--- src/core/cts_pkg.sv ---
// Shared constants, register map and carrier types of the timestamp block
package cts_pkg;
  // ==========================================================
  // Register byte offsets
  localparam logic [7:0] OFF_CMD = 8'h00;
  localparam logic [7:0] OFF_CFG = 8'h04;
  localparam logic [7:0] OFF_STATUS = 8'h08;
  localparam logic [7:0] OFF_TICK_HZ = 8'h0c;
  localparam logic [7:0] OFF_VAL_LO = 8'h10;
  localparam logic [7:0] OFF_VAL_HI = 8'h14;
  localparam logic [7:0] OFF_ROUTE = 8'h18;
  localparam logic [7:0] OFF_A1_KEY = 8'h1c;
  localparam logic [7:0] OFF_A1_FILT = 8'h20;
  localparam logic [7:0] OFF_A2_KEY = 8'h24;
  localparam logic [7:0] OFF_A2_FILT = 8'h28;
  localparam logic [7:0] OFF_ROLE = 8'h2c;

  // ==========================================================
  // Command bit positions and field widths
  localparam int CMD_LATCH_BIT = 0;
  localparam int CMD_CLEAR_BIT = 1;
  localparam int CFG_W = 7;
  localparam int ROUTE_W = 10;
  localparam int ROLE_W = 2;

  // ==========================================================
  // Reset values
  localparam logic [CFG_W-1:0] CFG_RST = 7'h00;
  localparam logic [ROUTE_W-1:0] ROUTE_RST = 10'h000;
  localparam logic [31:0] KEY_RST = 32'h0000_0000;
  localparam logic [31:0] FILT_RST = 32'hffff_ffff;
  localparam logic [ROLE_W-1:0] ROLE_RST = 2'h0;
  localparam logic [63:0] COUNT_RST = 64'h0000_0000_0000_0000;

  // ==========================================================
  // Tick rates per source, in Hz
  localparam logic [31:0] LOCAL_TICK_HZ = 32'h0098_9680;
  localparam logic [31:0] PTP_TICK_HZ = 32'h000f_4240;

  // ==========================================================
  // Bus answers
  localparam logic [1:0] RESP_OKAY = 2'h0;
  localparam logic [1:0] RESP_SLVERR = 2'h2;

  // ==========================================================
  // Enumerations
  typedef enum logic {src_local_clock, src_ptp_clock} cts_src_t;
  typedef enum logic [1:0] {clr_none, input_one, input_two, action_two} cts_clr_src_t;
  typedef enum logic [1:0] {edge_fall, edge_rise, edge_either, edge_bad} cts_edge_t;
  typedef enum logic [1:0] {act_none, act_one, act_two, act_bad} cts_act_sel_t;
  typedef enum logic [1:0] {trg_line_start, trg_frame_start, trg_multi_frame, trg_other} cts_trg_t;

  // ==========================================================
  // Packed carriers
  typedef struct packed {
    cts_edge_t ts_clear_edge_mode;   // Edge of the clear line
    cts_clr_src_t ts_clear_source;   // Hardware clear source
    logic ts_capture_trigger;        // 1: latch at frame begin
    logic ptp_mode;                  // Precision-time mode on
    cts_src_t ts_increment_source;   // Requested count source
  } cts_cfg_t;

  typedef struct packed {
    cts_act_sel_t tmr_src;           // Timer start source
    cts_act_sel_t ctr_src;           // Counter start source
    cts_act_sel_t out_src;           // Output line pulse source
    cts_act_sel_t trig_src;          // Trigger source
    cts_trg_t trig_sel;              // Trigger selector
  } cts_route_t;

  typedef struct packed {
    logic valid;                     // One-cycle packet strobe
    logic [31:0] group_key;          // Group key in the packet
    logic [31:0] group_mask;         // Group mask in the packet
  } cts_act_pkt_t;
endpackage

--- src/core/cts_line_edge.sv ---
// Two-stage synchroniser with edge detection for one input pin
`timescale 1ns/1ns
module cts_line_edge (
  input wire logic aclk,     // Block clock
  input wire logic aresetn,  // Synchronous reset, active low
  input wire logic pin,      // Asynchronous pin level
  output logic rise,         // One-cycle pulse on rising edge
  output logic fall          // One-cycle pulse on falling edge
);
  logic s1_ff;    // First stage, read by s2 only
  logic s2_ff;    // Settled level
  logic s3_ff;    // Previous settled level

  // ==========================================================
  // Synchroniser and history
  always_ff @(posedge aclk) begin
    if (!aresetn) begin
      s1_ff <= 1'b0;
      s2_ff <= 1'b0;
      s3_ff <= 1'b0;
    end else begin
      s1_ff <= pin;
      s2_ff <= s1_ff;
      s3_ff <= s2_ff;
    end
  end

  // Edges seen on settled levels only
  assign rise = s2_ff && !s3_ff;
  assign fall = !s2_ff && s3_ff;
endmodule

--- src/core/cts_action_match.sv ---
// Action packet filter producing one internal pulse per accepted packet
`timescale 1ns/1ns
module cts_action_match (
  input wire logic aclk,                     // Block clock
  input wire logic aresetn,                  // Synchronous reset, active low
  input wire cts_pkg::cts_act_pkt_t pkt,     // Received action packet
  input wire logic [31:0] match_key,         // Configured group key
  input wire logic [31:0] filter,            // Configured group mask
  input wire logic listen,                   // Role: 1 listens, 0 generates
  output logic pulse                         // One-cycle action pulse
);
  logic pulse_ff;    // Registered pulse
  wire key_ok = (pkt.group_key == match_key);           // Key equal
  wire mask_ok = |(pkt.group_mask & filter);            // Mask overlaps
  // listening role pulses once per matching packet
  // key and mask must both pass
  wire nxt_pulse = pkt.valid && listen && key_ok && mask_ok;

  // Pulse register
  always_ff @(posedge aclk) begin
    if (!aresetn) begin
      pulse_ff <= 1'b0;
    end else begin
      pulse_ff <= nxt_pulse;
    end
  end
  assign pulse = pulse_ff;
endmodule

--- src/core/cts_timestamp.sv ---
// Timestamp counter with latch, clear sources, action routing and register slave
`timescale 1ns/1ns
module cts_timestamp (
  input wire logic aclk,                      // Block clock, 10 MHz
  input wire logic aresetn,                   // Synchronous reset, active low
  input wire logic [7:0] s_axi_awaddr,        // Write address
  input wire logic s_axi_awvalid,             // Write address valid
  output logic s_axi_awready,                 // Write address ready
  input wire logic [31:0] s_axi_wdata,        // Write data
  input wire logic [3:0] s_axi_wstrb,         // Write byte strobes
  input wire logic s_axi_wvalid,              // Write data valid
  output logic s_axi_wready,                  // Write data ready
  output logic [1:0] s_axi_bresp,             // Write response
  output logic s_axi_bvalid,                  // Write response valid
  input wire logic s_axi_bready,              // Write response ready
  input wire logic [7:0] s_axi_araddr,        // Read address
  input wire logic s_axi_arvalid,             // Read address valid
  output logic s_axi_arready,                 // Read address ready
  output logic [31:0] s_axi_rdata,            // Read data
  output logic [1:0] s_axi_rresp,             // Read response
  output logic s_axi_rvalid,                  // Read data valid
  input wire logic s_axi_rready,              // Read data ready
  input wire logic input_one_pin,             // Input line one, asynchronous
  input wire logic input_two_pin,             // Input line two, asynchronous
  input wire logic ptp_tick_pin,              // Precision clock tick, asynchronous
  input wire logic frame_begin,               // Frame start pulse, same clock
  input wire cts_pkg::cts_act_pkt_t act_pkt,  // Received action packet
  output logic trigger_pulse,                 // Action pulse to trigger logic
  output logic out_line_pulse,                // Action pulse to output line
  output logic counter_start_pulse,           // Action pulse to counter start
  output logic timer_start_pulse              // Action pulse to timer start
);
  // ==========================================================
  // Registers and state
  cts_pkg::cts_cfg_t cfg_ff;                  // Configuration
  cts_pkg::cts_route_t route_ff;              // Action routing
  logic [31:0] a1_key_ff;                     // Action one group key
  logic [31:0] a1_filt_ff;                    // Action one group mask
  logic [31:0] a2_key_ff;                     // Action two group key
  logic [31:0] a2_filt_ff;                    // Action two group mask
  logic [cts_pkg::ROLE_W-1:0] role_ff;        // Listen bits per action
  logic [63:0] local_cnt_ff;                  // Local-clock timer
  logic [63:0] ptp_cnt_ff;                    // Precision-clock timer
  logic [63:0] ts_latched_value_ff;           // Latched buffer
  logic bvalid_ff;                            // Write answer pending
  logic [1:0] bresp_ff;                       // Write answer code
  logic rvalid_ff;                            // Read answer pending
  logic [1:0] rresp_ff;                       // Read answer code
  logic [31:0] rdata_ff;                      // Read answer data
  logic [3:0] act_out_ff;                     // Routed action pulses

  // ==========================================================
  // Helpers
  // Byte-strobe merge of a write into a word
  function automatic logic [31:0] strb_merge(input logic [31:0] old, input logic [31:0] wd,
                                             input logic [3:0] st);
    logic [31:0] r;
    r = old;
    for (int i = 0; i < 4; i++) begin
      if (st[i]) begin
        r[8*i +: 8] = wd[8*i +: 8];
      end
    end
    return r;
  endfunction

  // Pick an action pulse by routing selector
  function automatic logic act_pick(input cts_pkg::cts_act_sel_t sel, input logic a1,
                                    input logic a2);
    return (sel == cts_pkg::act_one) ? a1 : (sel == cts_pkg::act_two) ? a2 : 1'b0;
  endfunction

  // Pick the clearing edge of one line by edge mode; the spare code clears nothing
  function automatic logic edge_pick(input cts_pkg::cts_edge_t md, input logic r, input logic f);
    return (md == cts_pkg::edge_fall) ? f : (md == cts_pkg::edge_rise) ? r :
           (md == cts_pkg::edge_either) ? (r || f) : 1'b0;
  endfunction

  // ==========================================================
  // Pin synchronisers and action matchers
  logic l1_rise, l1_fall, l2_rise, l2_fall, ptp_rise;
  logic act1, act2;

  cts_line_edge u_line_one (.aclk(aclk), .aresetn(aresetn), .pin(input_one_pin),
    .rise(l1_rise), .fall(l1_fall));
  cts_line_edge u_line_two (.aclk(aclk), .aresetn(aresetn), .pin(input_two_pin),
    .rise(l2_rise), .fall(l2_fall));
  cts_line_edge u_ptp_tick (.aclk(aclk), .aresetn(aresetn), .pin(ptp_tick_pin),
    .rise(ptp_rise), .fall());

  cts_action_match u_act_one (.aclk(aclk), .aresetn(aresetn), .pkt(act_pkt),
    .match_key(a1_key_ff), .filter(a1_filt_ff), .listen(role_ff[0]), .pulse(act1));
  cts_action_match u_act_two (.aclk(aclk), .aresetn(aresetn), .pkt(act_pkt),
    .match_key(a2_key_ff), .filter(a2_filt_ff), .listen(role_ff[1]), .pulse(act2));

  // ==========================================================
  // Bus decode
  wire wr_go = s_axi_awvalid && s_axi_wvalid && !bvalid_ff;   // Write taken
  wire rd_go = s_axi_arvalid && !rvalid_ff;                   // Read taken
  wire wr_cmd = wr_go && (s_axi_awaddr == cts_pkg::OFF_CMD) && s_axi_wstrb[0];
  wire ts_latch_cmd = wr_cmd && s_axi_wdata[cts_pkg::CMD_LATCH_BIT];
  wire ts_clear_cmd = wr_cmd && s_axi_wdata[cts_pkg::CMD_CLEAR_BIT];

  // precision mode overrides the source selector
  wire cts_pkg::cts_src_t eff_src = cfg_ff.ptp_mode ? cts_pkg::src_ptp_clock
                                                    : cfg_ff.ts_increment_source;
  // current timestamp follows the effective source
  wire [63:0] ts_now = (eff_src == cts_pkg::src_ptp_clock) ? ptp_cnt_ff : local_cnt_ff;
  // tick rate of the active source
  wire [31:0] ts_ticks_per_second = (eff_src == cts_pkg::src_ptp_clock)
                                    ? cts_pkg::PTP_TICK_HZ : cts_pkg::LOCAL_TICK_HZ;

  // ==========================================================
  // Clear and latch decisions
  // edge choice on the selected line
  wire l1_hit = edge_pick(cfg_ff.ts_clear_edge_mode, l1_rise, l1_fall);
  wire l2_hit = edge_pick(cfg_ff.ts_clear_edge_mode, l2_rise, l2_fall);
  // action two clears when it is the source
  wire hw_clear = (cfg_ff.ts_clear_source == cts_pkg::input_one) ? l1_hit :
                  (cfg_ff.ts_clear_source == cts_pkg::input_two) ? l2_hit :
                  (cfg_ff.ts_clear_source == cts_pkg::action_two) ? act2 : 1'b0;
  // command clear independent of the source
  wire any_clear = hw_clear || ts_clear_cmd;
  // precision timer kept while precision mode runs
  wire ptp_clear = any_clear && !cfg_ff.ptp_mode;
  wire do_latch = ts_latch_cmd || (cfg_ff.ts_capture_trigger && frame_begin);

  // ==========================================================
  // Timers: clear beats increment
  // each timer counts its own clock; clear zeroes both, except the precision timer while precision mode is on
  always_ff @(posedge aclk) begin
    if (!aresetn) begin
      local_cnt_ff <= cts_pkg::COUNT_RST;
      ptp_cnt_ff <= cts_pkg::COUNT_RST;
    end else begin
      local_cnt_ff <= any_clear ? cts_pkg::COUNT_RST : local_cnt_ff + 64'h1;
      ptp_cnt_ff <= ptp_clear ? cts_pkg::COUNT_RST :
                    ptp_rise ? ptp_cnt_ff + 64'h1 : ptp_cnt_ff;
    end
  end

  // Latched buffer
  // buffer only changes on a latch
  always_ff @(posedge aclk) begin
    if (!aresetn) begin
      ts_latched_value_ff <= cts_pkg::COUNT_RST;
    end else if (do_latch) begin
      ts_latched_value_ff <= ts_now;
    end
  end

  // ==========================================================
  // Action routing
  // trigger use only for start selectors
  wire trig_ok = (route_ff.trig_sel != cts_pkg::trg_other);
  // one action may feed all outputs; routes
  wire [3:0] nxt_act_out = {act_pick(route_ff.tmr_src, act1, act2),
                            act_pick(route_ff.ctr_src, act1, act2),
                            act_pick(route_ff.out_src, act1, act2),
                            trig_ok && act_pick(route_ff.trig_src, act1, act2)};

  // Routed pulse register
  always_ff @(posedge aclk) begin
    if (!aresetn) begin
      act_out_ff <= 4'h0;
    end else begin
      act_out_ff <= nxt_act_out;
    end
  end
  assign trigger_pulse = act_out_ff[0];
  assign out_line_pulse = act_out_ff[1];
  assign counter_start_pulse = act_out_ff[2];
  assign timer_start_pulse = act_out_ff[3];

  // ==========================================================
  // Register writes
  wire wr_hit = (s_axi_awaddr == cts_pkg::OFF_CMD) || (s_axi_awaddr == cts_pkg::OFF_CFG) ||
                (s_axi_awaddr == cts_pkg::OFF_ROUTE) || (s_axi_awaddr == cts_pkg::OFF_A1_KEY) ||
                (s_axi_awaddr == cts_pkg::OFF_A1_FILT) || (s_axi_awaddr == cts_pkg::OFF_A2_KEY) ||
                (s_axi_awaddr == cts_pkg::OFF_A2_FILT) || (s_axi_awaddr == cts_pkg::OFF_ROLE);
  wire [31:0] cfg_word = strb_merge({25'h0, cfg_ff}, s_axi_wdata, s_axi_wstrb);
  wire [31:0] route_word = strb_merge({22'h0, route_ff}, s_axi_wdata, s_axi_wstrb);
  wire [31:0] role_word = strb_merge({30'h0, role_ff}, s_axi_wdata, s_axi_wstrb);

  // Writable configuration
  always_ff @(posedge aclk) begin
    if (!aresetn) begin
      cfg_ff <= cts_pkg::cts_cfg_t'(cts_pkg::CFG_RST);
      route_ff <= cts_pkg::cts_route_t'(cts_pkg::ROUTE_RST);
      a1_key_ff <= cts_pkg::KEY_RST;
      a1_filt_ff <= cts_pkg::FILT_RST;
      a2_key_ff <= cts_pkg::KEY_RST;
      a2_filt_ff <= cts_pkg::FILT_RST;
      role_ff <= cts_pkg::ROLE_RST;
    end else if (wr_go) begin
      unique case (s_axi_awaddr)
        cts_pkg::OFF_CFG: cfg_ff <= cts_pkg::cts_cfg_t'(cfg_word[cts_pkg::CFG_W-1:0]);
        cts_pkg::OFF_ROUTE: route_ff <= cts_pkg::cts_route_t'(route_word[cts_pkg::ROUTE_W-1:0]);
        cts_pkg::OFF_A1_KEY: a1_key_ff <= strb_merge(a1_key_ff, s_axi_wdata, s_axi_wstrb);
        cts_pkg::OFF_A1_FILT: a1_filt_ff <= strb_merge(a1_filt_ff, s_axi_wdata, s_axi_wstrb);
        cts_pkg::OFF_A2_KEY: a2_key_ff <= strb_merge(a2_key_ff, s_axi_wdata, s_axi_wstrb);
        cts_pkg::OFF_A2_FILT: a2_filt_ff <= strb_merge(a2_filt_ff, s_axi_wdata, s_axi_wstrb);
        cts_pkg::OFF_ROLE: role_ff <= role_word[cts_pkg::ROLE_W-1:0];
        default: ;
      endcase
    end
  end

  // Write answer
  always_ff @(posedge aclk) begin
    if (!aresetn) begin
      bvalid_ff <= 1'b0;
      bresp_ff <= cts_pkg::RESP_OKAY;
    end else if (wr_go) begin
      bvalid_ff <= 1'b1;
      bresp_ff <= wr_hit ? cts_pkg::RESP_OKAY : cts_pkg::RESP_SLVERR;
    end else if (s_axi_bready) begin
      bvalid_ff <= 1'b0;
    end
  end
  assign s_axi_awready = wr_go;
  assign s_axi_wready = wr_go;
  assign s_axi_bvalid = bvalid_ff;
  assign s_axi_bresp = bresp_ff;

  // ==========================================================
  // Register reads
  wire [31:0] rd_mux =
    (s_axi_araddr == cts_pkg::OFF_CMD) ? 32'h0000_0000 :
    (s_axi_araddr == cts_pkg::OFF_CFG) ? {25'h0, cfg_ff} :
    (s_axi_araddr == cts_pkg::OFF_STATUS) ? {31'h0, eff_src} :
    (s_axi_araddr == cts_pkg::OFF_TICK_HZ) ? ts_ticks_per_second :
    (s_axi_araddr == cts_pkg::OFF_VAL_LO) ? ts_latched_value_ff[31:0] :
    (s_axi_araddr == cts_pkg::OFF_VAL_HI) ? ts_latched_value_ff[63:32] :
    (s_axi_araddr == cts_pkg::OFF_ROUTE) ? {22'h0, route_ff} :
    (s_axi_araddr == cts_pkg::OFF_A1_KEY) ? a1_key_ff :
    (s_axi_araddr == cts_pkg::OFF_A1_FILT) ? a1_filt_ff :
    (s_axi_araddr == cts_pkg::OFF_A2_KEY) ? a2_key_ff :
    (s_axi_araddr == cts_pkg::OFF_A2_FILT) ? a2_filt_ff :
    (s_axi_araddr == cts_pkg::OFF_ROLE) ? {30'h0, role_ff} : 32'h0000_0000;
  wire rd_hit = (s_axi_araddr <= cts_pkg::OFF_ROLE) && (s_axi_araddr[1:0] == 2'h0);

  // Read answer
  always_ff @(posedge aclk) begin
    if (!aresetn) begin
      rvalid_ff <= 1'b0;
      rresp_ff <= cts_pkg::RESP_OKAY;
      rdata_ff <= 32'h0000_0000;
    end else if (rd_go) begin
      rvalid_ff <= 1'b1;
      rresp_ff <= rd_hit ? cts_pkg::RESP_OKAY : cts_pkg::RESP_SLVERR;
      rdata_ff <= rd_mux;
    end else if (s_axi_rready) begin
      rvalid_ff <= 1'b0;
    end
  end
  assign s_axi_arready = rd_go;
  assign s_axi_rvalid = rvalid_ff;
  assign s_axi_rresp = rresp_ff;
  assign s_axi_rdata = rdata_ff;
endmodule

--- config.mk ---
export PLATFORM = sky130hd
export DESIGN_NAME = cts_timestamp
export DESIGN_NICKNAME = d
export VERILOG_FILES = /design/src/core/cts_pkg.sv /design/src/core/cts_line_edge.sv /design/src/core/cts_action_match.sv /design/src/core/cts_timestamp.sv
export SDC_FILE = /design/constraint.sdc
export NUM_CORES = 1
export LEC_CHECK = 0
export BUFFER_PORTS_ARGS = -buffer_cell sky130_fd_sc_hd__buf_2
export CORE_ASPECT_RATIO = 1.1
export CORE_MARGIN = 5
export CORE_UTILIZATION = 40
export CTS_CLUSTER_SIZE = 10
export DETAILED_ROUTE_END_ITERATION = 6
export PLACE_DENSITY = 0.56
export SETUP_SLACK_MARGIN = 0.15
export SKIP_LAST_GASP = 1
export SLEW_MARGIN = 20
export SYNTH_ARGS = -nofsm -noshare
export SYNTH_HDL_FRONTEND = slang
export SYNTH_SLANG_ARGS = --single-unit
--- constraint.sdc ---
create_clock -name aclk -period 6.11 [get_ports aclk]
set_clock_uncertainty 0.05 [all_clocks]
set_input_delay 1.222 -clock aclk [delete_from_list [all_inputs] [get_ports aclk]]
set_output_delay 1.222 -clock aclk [all_outputs]
set_load 0.01 [all_outputs]
==> results of run 1 <==
-- synth_stat cells, types with 12 or more instances --
cell type,instances
nor4_1,49
buf_2,28
nor3_1,74
o21ai_0,159
a311oi_1,66
mux2i_1,81
inv_1,27
dfxtp_1,390
a21oi_1,101
clkbuf_1,102
mux2_2,14
nand3_1,144
a22oi_1,49
and2_1,16
o31ai_1,27
nand2_1,346
a31oi_1,12
xnor2_1,64
nor2_1,204
a211oi_1,20
and4_1,15
xor2_1,82
or3_1,15
and3_1,17
nand4_1,50
or4_1,34
-- worst max-delay path by stage --
| stage | to | startpoint | slack, ns | cells after the start |
|---|---|---|---|---|
| 4_1_cts | s_axi_arready | s_axi_arvalid | 2.45 | 4 |
| 6_report | s_axi_arready | s_axi_arvalid | 2.44 | 4 |
| 2_1_floorplan | s_axi_wready | s_axi_awvalid | 2.70 | 4 |
| 3_3_place_gp | ts_latched_value_ff[59]$_SDFFE_PN0P_ | s_axi_awaddr[1] | 2.11 | 7 |
| 5_1_grt | s_axi_arready | s_axi_arvalid | 2.37 | 4 |
| 3_5_place_dp | s_axi_rdata[30]$_SDFFE_PN0P_ | s_axi_araddr[7] | 1.99 | 6 |
-- cell families (layout without fill, tap and decap cells) --
family                     Yosys count  after routing  share of synthesized area, %
AOI/OAI and AO/OA                  487            487                          16.4
xor gates and xnor gates           146            146                          6.67
adders and majority gates            6              6                         0.391
buffers and inverters              182            285                          4.16
DFF                                390            390                          40.7
muxes                               98             98                          5.40
other                                1              2                        0.0195
and+or+nand+nor                   1023           1023                          26.3
-- registers in the layout (all words and copies together), names as in the netlist, 2 cells and up --
register	flops
cfg_ff	7
act_out_ff	4
local_cnt_ff	64
a1_filt_ff	32
s_axi_rdata	32
ptp_cnt_ff	64
role_ff	2
a2_key_ff	32
route_ff	10
ts_latched_value_ff	64
a1_key_ff	32
a2_filt_ff	32
-- power by group through the flow --
stage | Combinational, W | Clock [W] | Sequential [W]
floorplan | 0.000151 | 0 | 0.00262
detailed placement | 0.000303 | 0 | 0.00262
CTS | 0.000306 | 0.00262 | 0.00256
global route | 0.000328 | 0.00270 | 0.00256
global placement | 0.000303 | 0 | 0.00262
finish | 0.000313 | 0.00257 | 0.00256
-- layer usage --
layer	vias up	routed length, um	share of wire [%]	global-route usage, %
met2	768	35800	48	46.6
met1	8951	29700	40	33.9
met5	-	0	0	0
li1	8610	-	-	-
met4	0	4190	5.6	13.4
met3	180	5020	6.7	4.44
-- metrics by stage --
| step | power [W] | hold slack, ns | setup slack (ns) |
|---|---|---|---|
| 2_1_floorplan | 0.00277 | 0.362 | 2.70 |
| 3_3_place_gp | 0.00292 | 0.364 | 2.11 |
| 3_5_place_dp | 0.00292 | 0.371 | 1.99 |
| 4_1_cts | 0.00548 | 0.387 | 2.45 |
| 5_1_grt | 0.00559 | 0.396 | 2.37 |
| 6_report | 0.00545 | 0.369 | 2.44 |
-- critical path, cell delays in order --
cell      delay, ns
buf_2          0.10
nand2b_1       0.37
inv_1          0.44
buf_2          0.26
-- area by class of cell --
class	instances	share of cell area, %
inverters	28	0.507
repair buffers	192	4.69
multi-input cells	1762	48.9
clock inverters	5	0.202
flip-flops and latches	390	36.0
well taps	645	3.72
clock buffers	60	6.02
==> metrics.md, run 1 <==
| Metric | Value |
|---|---|
| IO Pins | `173` |
| Netlist cell types | `75` |
| Multi-input logic area | `0.0106 mm2` |
| R2R setup slack | `2.71 ns` |
| Hpwl dp | `55900 um` |
| Number of synthesized flops with an enable pin | `0` |
| Setup Buffers After CTS | `0` |
| CP required | `4.84 ns` |
| CTS tree | `yes` |
| Sequential Power Share | `47.0%` |
| Max FO, Critical Path | `15` |
| Worst r2r path cells | `5` |
| IO buf count | `170` |
| Yosys reg bits | `390` |
| Final setup TNS | `0 ns` |
| Status | `completed` |
| Worst Hold Path EP | `u_line_two.s2_ff$_SDFF_PN0_` |
| Internal Power | `0.00412 W` |
| Hold path cells | `1` |
| Commonest non-fill, non-tap cell in the layout | `dfxtp_1` |
| Post-CTS Hold Buffers | `0` |
| Max-cap check violation count | `0` |
| Largest net degree at the start of global routing | `91` |
| Clk pwr share | `47.2%` |
| Combinational share of power | `5.7%` |
| Area of the mapped netlist | `0.0192 mm2` |
| Layout Nets | `2555` |
| Crit path kind | `input pin to primary output` |
| Vias | `18500` |
| Placeable Area | `0.0476 mm2` |
| Die Y | `240 um` |
| Pwr per Cell Area | `251 mW/mm2` |
| Die area | `0.0524 mm2` |
| Drt total wl | `74700 um` |
| Final Cell Area | `0.0217 mm2` |
| Layout area overhead | `13.2%` |
| Via density | `6.01` |
| Clock transition at the registers of the reported paths | `0.06 ns` |
| Ys async rst share | `0%` |
| Fin cells | `3082` |
| Hold WC Path Type | `flop to flop` |
| Worst-Margin Slew | `1.04 ns` |
| Fmax | `0.273 GHz` |
| CTS Buffer Depth | `3` |
| Hold path start | `u_line_two.s1_ff$_SDFF_PN0_` |
| GRT Total Usage | `27.4%` |
| Clock Tree Root | `clkbuf_16` |
| CP Capture Type | `primary output` |
| Remaining global-route overflow | `0` |
| Die Wd | `219 um` |
| Top cell type by total area after synthesis | `dfxtp_1` |
| Share of layout cells above drive strength 1 | `12.6%` |
| DRC | `0` |
| DP Area | `0.0204 mm2` |
| Detailed Route Iter0 Violations | `1688` |
| Most frequent cells in the layout | `dfxtp_1 (388), nand2_1 (346), nor2_1 (203)` |
| Hold Fails Final Rpt | `0` |
| Vias in the first global route | `17400` |
| R2R Path Start | `local_cnt_ff[3]$_SDFF_PP0_` |
| Initial core utilization | `40.3%` |
| Maximum VDD drop | `0.000170 V` |
| LEAKAGE | `7.94 nW` |
| Switch share | `24.3%` |
| Seq/Total Area, Yosys | `40.7%` |
| Tcrit/Tclk final | `60.0%` |
| Final setup fails | `0` |
| Initial antenna violation count | `0` |
| Initial DRT Pass Iterations | `6` |
| Gates resized, CTS repair | `0` |
| Worst Path Arrival | `2.39 ns` |
| First-pass GRT wire length | `111000 um` |
| Core Util, Final | `45.6%` |
| Min cycle time layout | `3.67 ns` |
| Clk Latency, worst-skew pair | `0.60 ns` |
| Clock sinks | `390` |
| Synthesized area per cell | `8.22 um2` |
| Yosys warns | `0` |
| Main synth FF type | `dfxtp_1` |
| RSZ-0062 raised after global routing | `false` |
| Slew Viols, Final | `0` |
| H-tree levels | `2` |
| Placer congestion estimate | `1.01` |
| Standard-cell rows | `84` |
| Post-route ant nets | `0` |
| Startpoint class of the critical path | `input pin` |
| Gate Count Post-Synth | `2333` |
| FILL cells | `4779` |
| DP Cell Count | `3017` |
| P_sw | `0.00132 W` |
| Synth top area share | `40.7%` |
| Average wire per standard cell | `24.2 um` |
| CTS Buf Count | `47` |
| Synth top area cells | `dfxtp_1 (41%), nand2_1 (6.8%), mux2i_1 (4.2%), o21ai_0 (4.1%), nor2_1 (4.0%)` |
| Max_slew headroom | `30.3%` |
| # diodes | `0` |
| R2r endpoint | `local_cnt_ff[55]$_SDFF_PP0_` |
| Storage cell area | `0.00781 mm2` |
Note: power is estimated with default switching activity, not from simulation.
==> inputs of run 2 (changes only) <==
- ABC_AREA: not set -> 1
- clock period: 6.11 -> 3.4 ns (I/O delays scaled with it)
==> run 2 against run 1 <==
Synthesized cell count up 25%. Sequential share of layout area fell by 1.7 points. Clock-buffer cell count grew 8. Core utilization up 0.76 points. Total power is 79% higher. Non-clock buffer count is 11 higher. Via count grew 11%. Largest power group unchanged.
==> metrics.md, run 2 <==
| Metric | Value |
|---|---|
| Layout area overhead | `14.4%` |
| Remaining global-route overflow | `0` |
| Yosys reg bits | `390` |
| Startpoint class of the critical path | `flop` |
| Die Wd | `223 um` |
| Die area | `0.0543 mm2` |
| Seq/Total Area, Yosys | `39.2%` |
| Synth top area cells | `dfxtp_1 (39%), nand2_1 (12%), o21ai_0 (6.8%), inv_1 (5.9%), nor2_1 (5.3%)` |
| # diodes | `0` |
| Synth top area share | `39.2%` |
| Max stage delay on crit path | `0.57 ns` |
| Crit path kind | `flop to flop` |
| Max FO, Critical Path | `8` |
| Vias | `20600` |
| R2R setup slack | `0.82 ns` |
| Yosys warns | `0` |
| Initial core utilization | `40.5%` |
| Max-cap check violation count | `0` |
| Average wire per standard cell | `22.1 um` |
| Status | `completed` |
| Worst-Margin Slew | `0.800 ns` |
| Largest registers | `local_cnt_ff (64), ptp_cnt_ff (64), ts_latched_value_ff (64)` |
| DP Cell Count | `3646` |
| Area of the mapped netlist | `0.0199 mm2` |
| Main synth FF type | `dfxtp_1` |
| RSZ-0062 raised after global routing | `false` |
| Commonest non-fill, non-tap cell in the layout | `nand2_1` |
| First-pass GRT wire length | `122000 um` |
| CTS Buffer Depth | `3` |
| Pwr per Cell Area | `429 mW/mm2` |
| CP required | `3.80 ns` |
| Clock Tree Root | `clkbuf_16` |
| Hold Fails Final Rpt | `0` |
| H-tree levels | `2` |
| Gate Count Post-Synth | `2912` |
| Clk Latency, worst-skew pair | `0.59 ns` |
| CTS Buf Count | `47` |
| Ys async rst share | `0%` |
| Slew Viols, Final | `0` |
| Gates resized, CTS repair | `0` |
| Commonest cells post-synth | `nand2_1 (638), dfxtp_1 (390), inv_1 (313), nor2_1 (282), o21ai_0 (269)` |
| Largest net degree at the start of global routing | `128` |
| Final setup fails | `0` |
| Most frequent cells in the layout | `nand2_1 (638), dfxtp_1 (388), inv_1 (313)` |
| Hpwl dp | `64000 um` |
| Crit path max-delay cell type | `nor3_1` |
| Core Util, Final | `46.4%` |
| IO Pins | `173` |
| CP Capture Type | `flop` |
| GRT Total Usage | `28.9%` |
| Max_slew headroom | `46.1%` |
| CTS tree | `yes` |
| Placer congestion estimate | `0.972` |
| FILL cells | `5140` |
| Min cycle time layout | `2.58 ns` |
| Fmax | `0.388 GHz` |
| IO buf count | `170` |
| Final setup TNS | `0 ns` |
| Setup Buffers After CTS | `0` |
| Storage cell area | `0.00781 mm2` |
| CP Cell Sequence | `ha_1 -> nand3_2 -> nor2_1 -> inv_1 -> nor3_1 -> nand3_1 -> nand2_1 -> a21oi_1` |
| Hold_ws | `0.240 ns` |
| Netlist cell types | `51` |
| Multi-input logic area | `0.0104 mm2` |
| Number of synthesized flops with an enable pin | `0` |
| Via density | `5.53` |
| Clock sinks | `390` |
| Tcrit/Tclk final | `75.8%` |
| Clock transition at the registers of the reported paths | `0.06 ns` |
| Maximum VDD drop | `0.000335 V` |
| Initial antenna violation count | `0` |
| Top cell type by total area after synthesis | `dfxtp_1` |
| Worst Path Arrival | `2.98 ns` |
| Share of layout cells above drive strength 1 | `11.7%` |
| Standard-cell rows | `85` |
| Fin cells | `3717` |
| Drt total wl | `82100 um` |
| Hold WC Path Type | `input pin to flop` |
| Layout Nets | `3177` |
| LEAKAGE | `8.68 nW` |
| Most frequent cell after synthesis | `nand2_1` |
| Post-CTS Hold Buffers | `0` |
| Post-route ant nets | `0` |
| Initial DRT Pass Iterations | `5` |
| Die Y | `244 um` |
| Vias in the first global route | `19500` |
| Placeable Area | `0.0491 mm2` |
| Detailed Route Iter0 Violations | `1865` |
| DRC | `0` |
| Worst Setup Slack, final | `0.821 ns` |
| Synthesized area per cell | `6.83 um2` |
| Pre-CTS setup slack | `0.535 ns` |
==> run 2: cell types whose count changed after synthesis, moves of 34 or more <==
cell      delta
mux2i_1     -81
or4_1       -34
a21oi_1     +90
inv_1      +286
a22oi_1     -48
o22ai_1     +46
o21ai_0    +110
xor2_1      -40
a31oi_1     +54
nor2_1      +78
o211ai_1    +58
a311oi_1    -66
nand2_1    +292
==> run 2: path summary, 6_finish.rpt <==
kind,start,endpoint,cells after the start
worst min-delay path,input_two_pin,u_line_two.s1_ff$_SDFF_PN0_,3
worst max register to register,local_cnt_ff[1]$_SDFF_PP0_,local_cnt_ff[54]$_SDFF_PP0_,8
worst min register to register,u_line_one.s1_ff$_SDFF_PN0_,u_line_one.s2_ff$_SDFF_PN0_,2
worst max-delay path,local_cnt_ff[1]$_SDFF_PP0_,local_cnt_ff[54]$_SDFF_PP0_,8
==> run 2: metal layers <==
metal	routed length, um	global-route usage [%]
met1	34100	37.1
met2	39500	50.1
met3	5160	3.73
met4	3360	10.4
met5	0	0
==> run 2: power by group <==
part	internal [W]	switching, W
clock network	0.00271	0.00199
registers	0.00459	0.0000140
logic	0.000138	0.000322
==> run 2: cell families after synthesis <==
kind of cell             Yosys count  synth area share [%]
buffers and inverters            445                  8.68
other                              1                0.0188
AO/OA/AOI/OAI                    671                  18.9
adder cells (fa/ha/maj)            6                 0.377
XOR/XNOR                          74                  3.26
AND/OR/NAND/NOR                 1325                  29.5
flip-flops                       390                  39.2
==> run 2: area by class of cell <==
class | instances | area share [%]
clock inverters | 3 | 0.132
clock buffers | 68 | 5.91
flip-flops and latches | 390 | 34.3
multi-input cells | 2078 | 45.6
inverters | 323 | 5.32
well taps | 652 | 3.58
repair buffers | 203 | 5.13
==> run 2: worst max-delay path, delay by kind of cell (launching register included) <==
kind / cells / cell delay (ns)
flip-flops: 1 / 0.41
buffers and inverters: 1 / 0.18
AND/OR/NAND/NOR: 5 / 1.39
adder cells (fa/ha/maj): 1 / 0.35
AO/OA/AOI/OAI: 1 / 0.06
==> run 2: per-stage QoR <==
stage / total power [W] / area, um2
3_5_place_dp: 0.00515 / 21400
2_1_floorplan: 0.00491 / 19900
6_report: 0.00976 / 22800
4_1_cts: 0.00984 / 22800
3_3_place_gp: 0.00515 / 21400
5_1_grt: 0.0101 / 22800
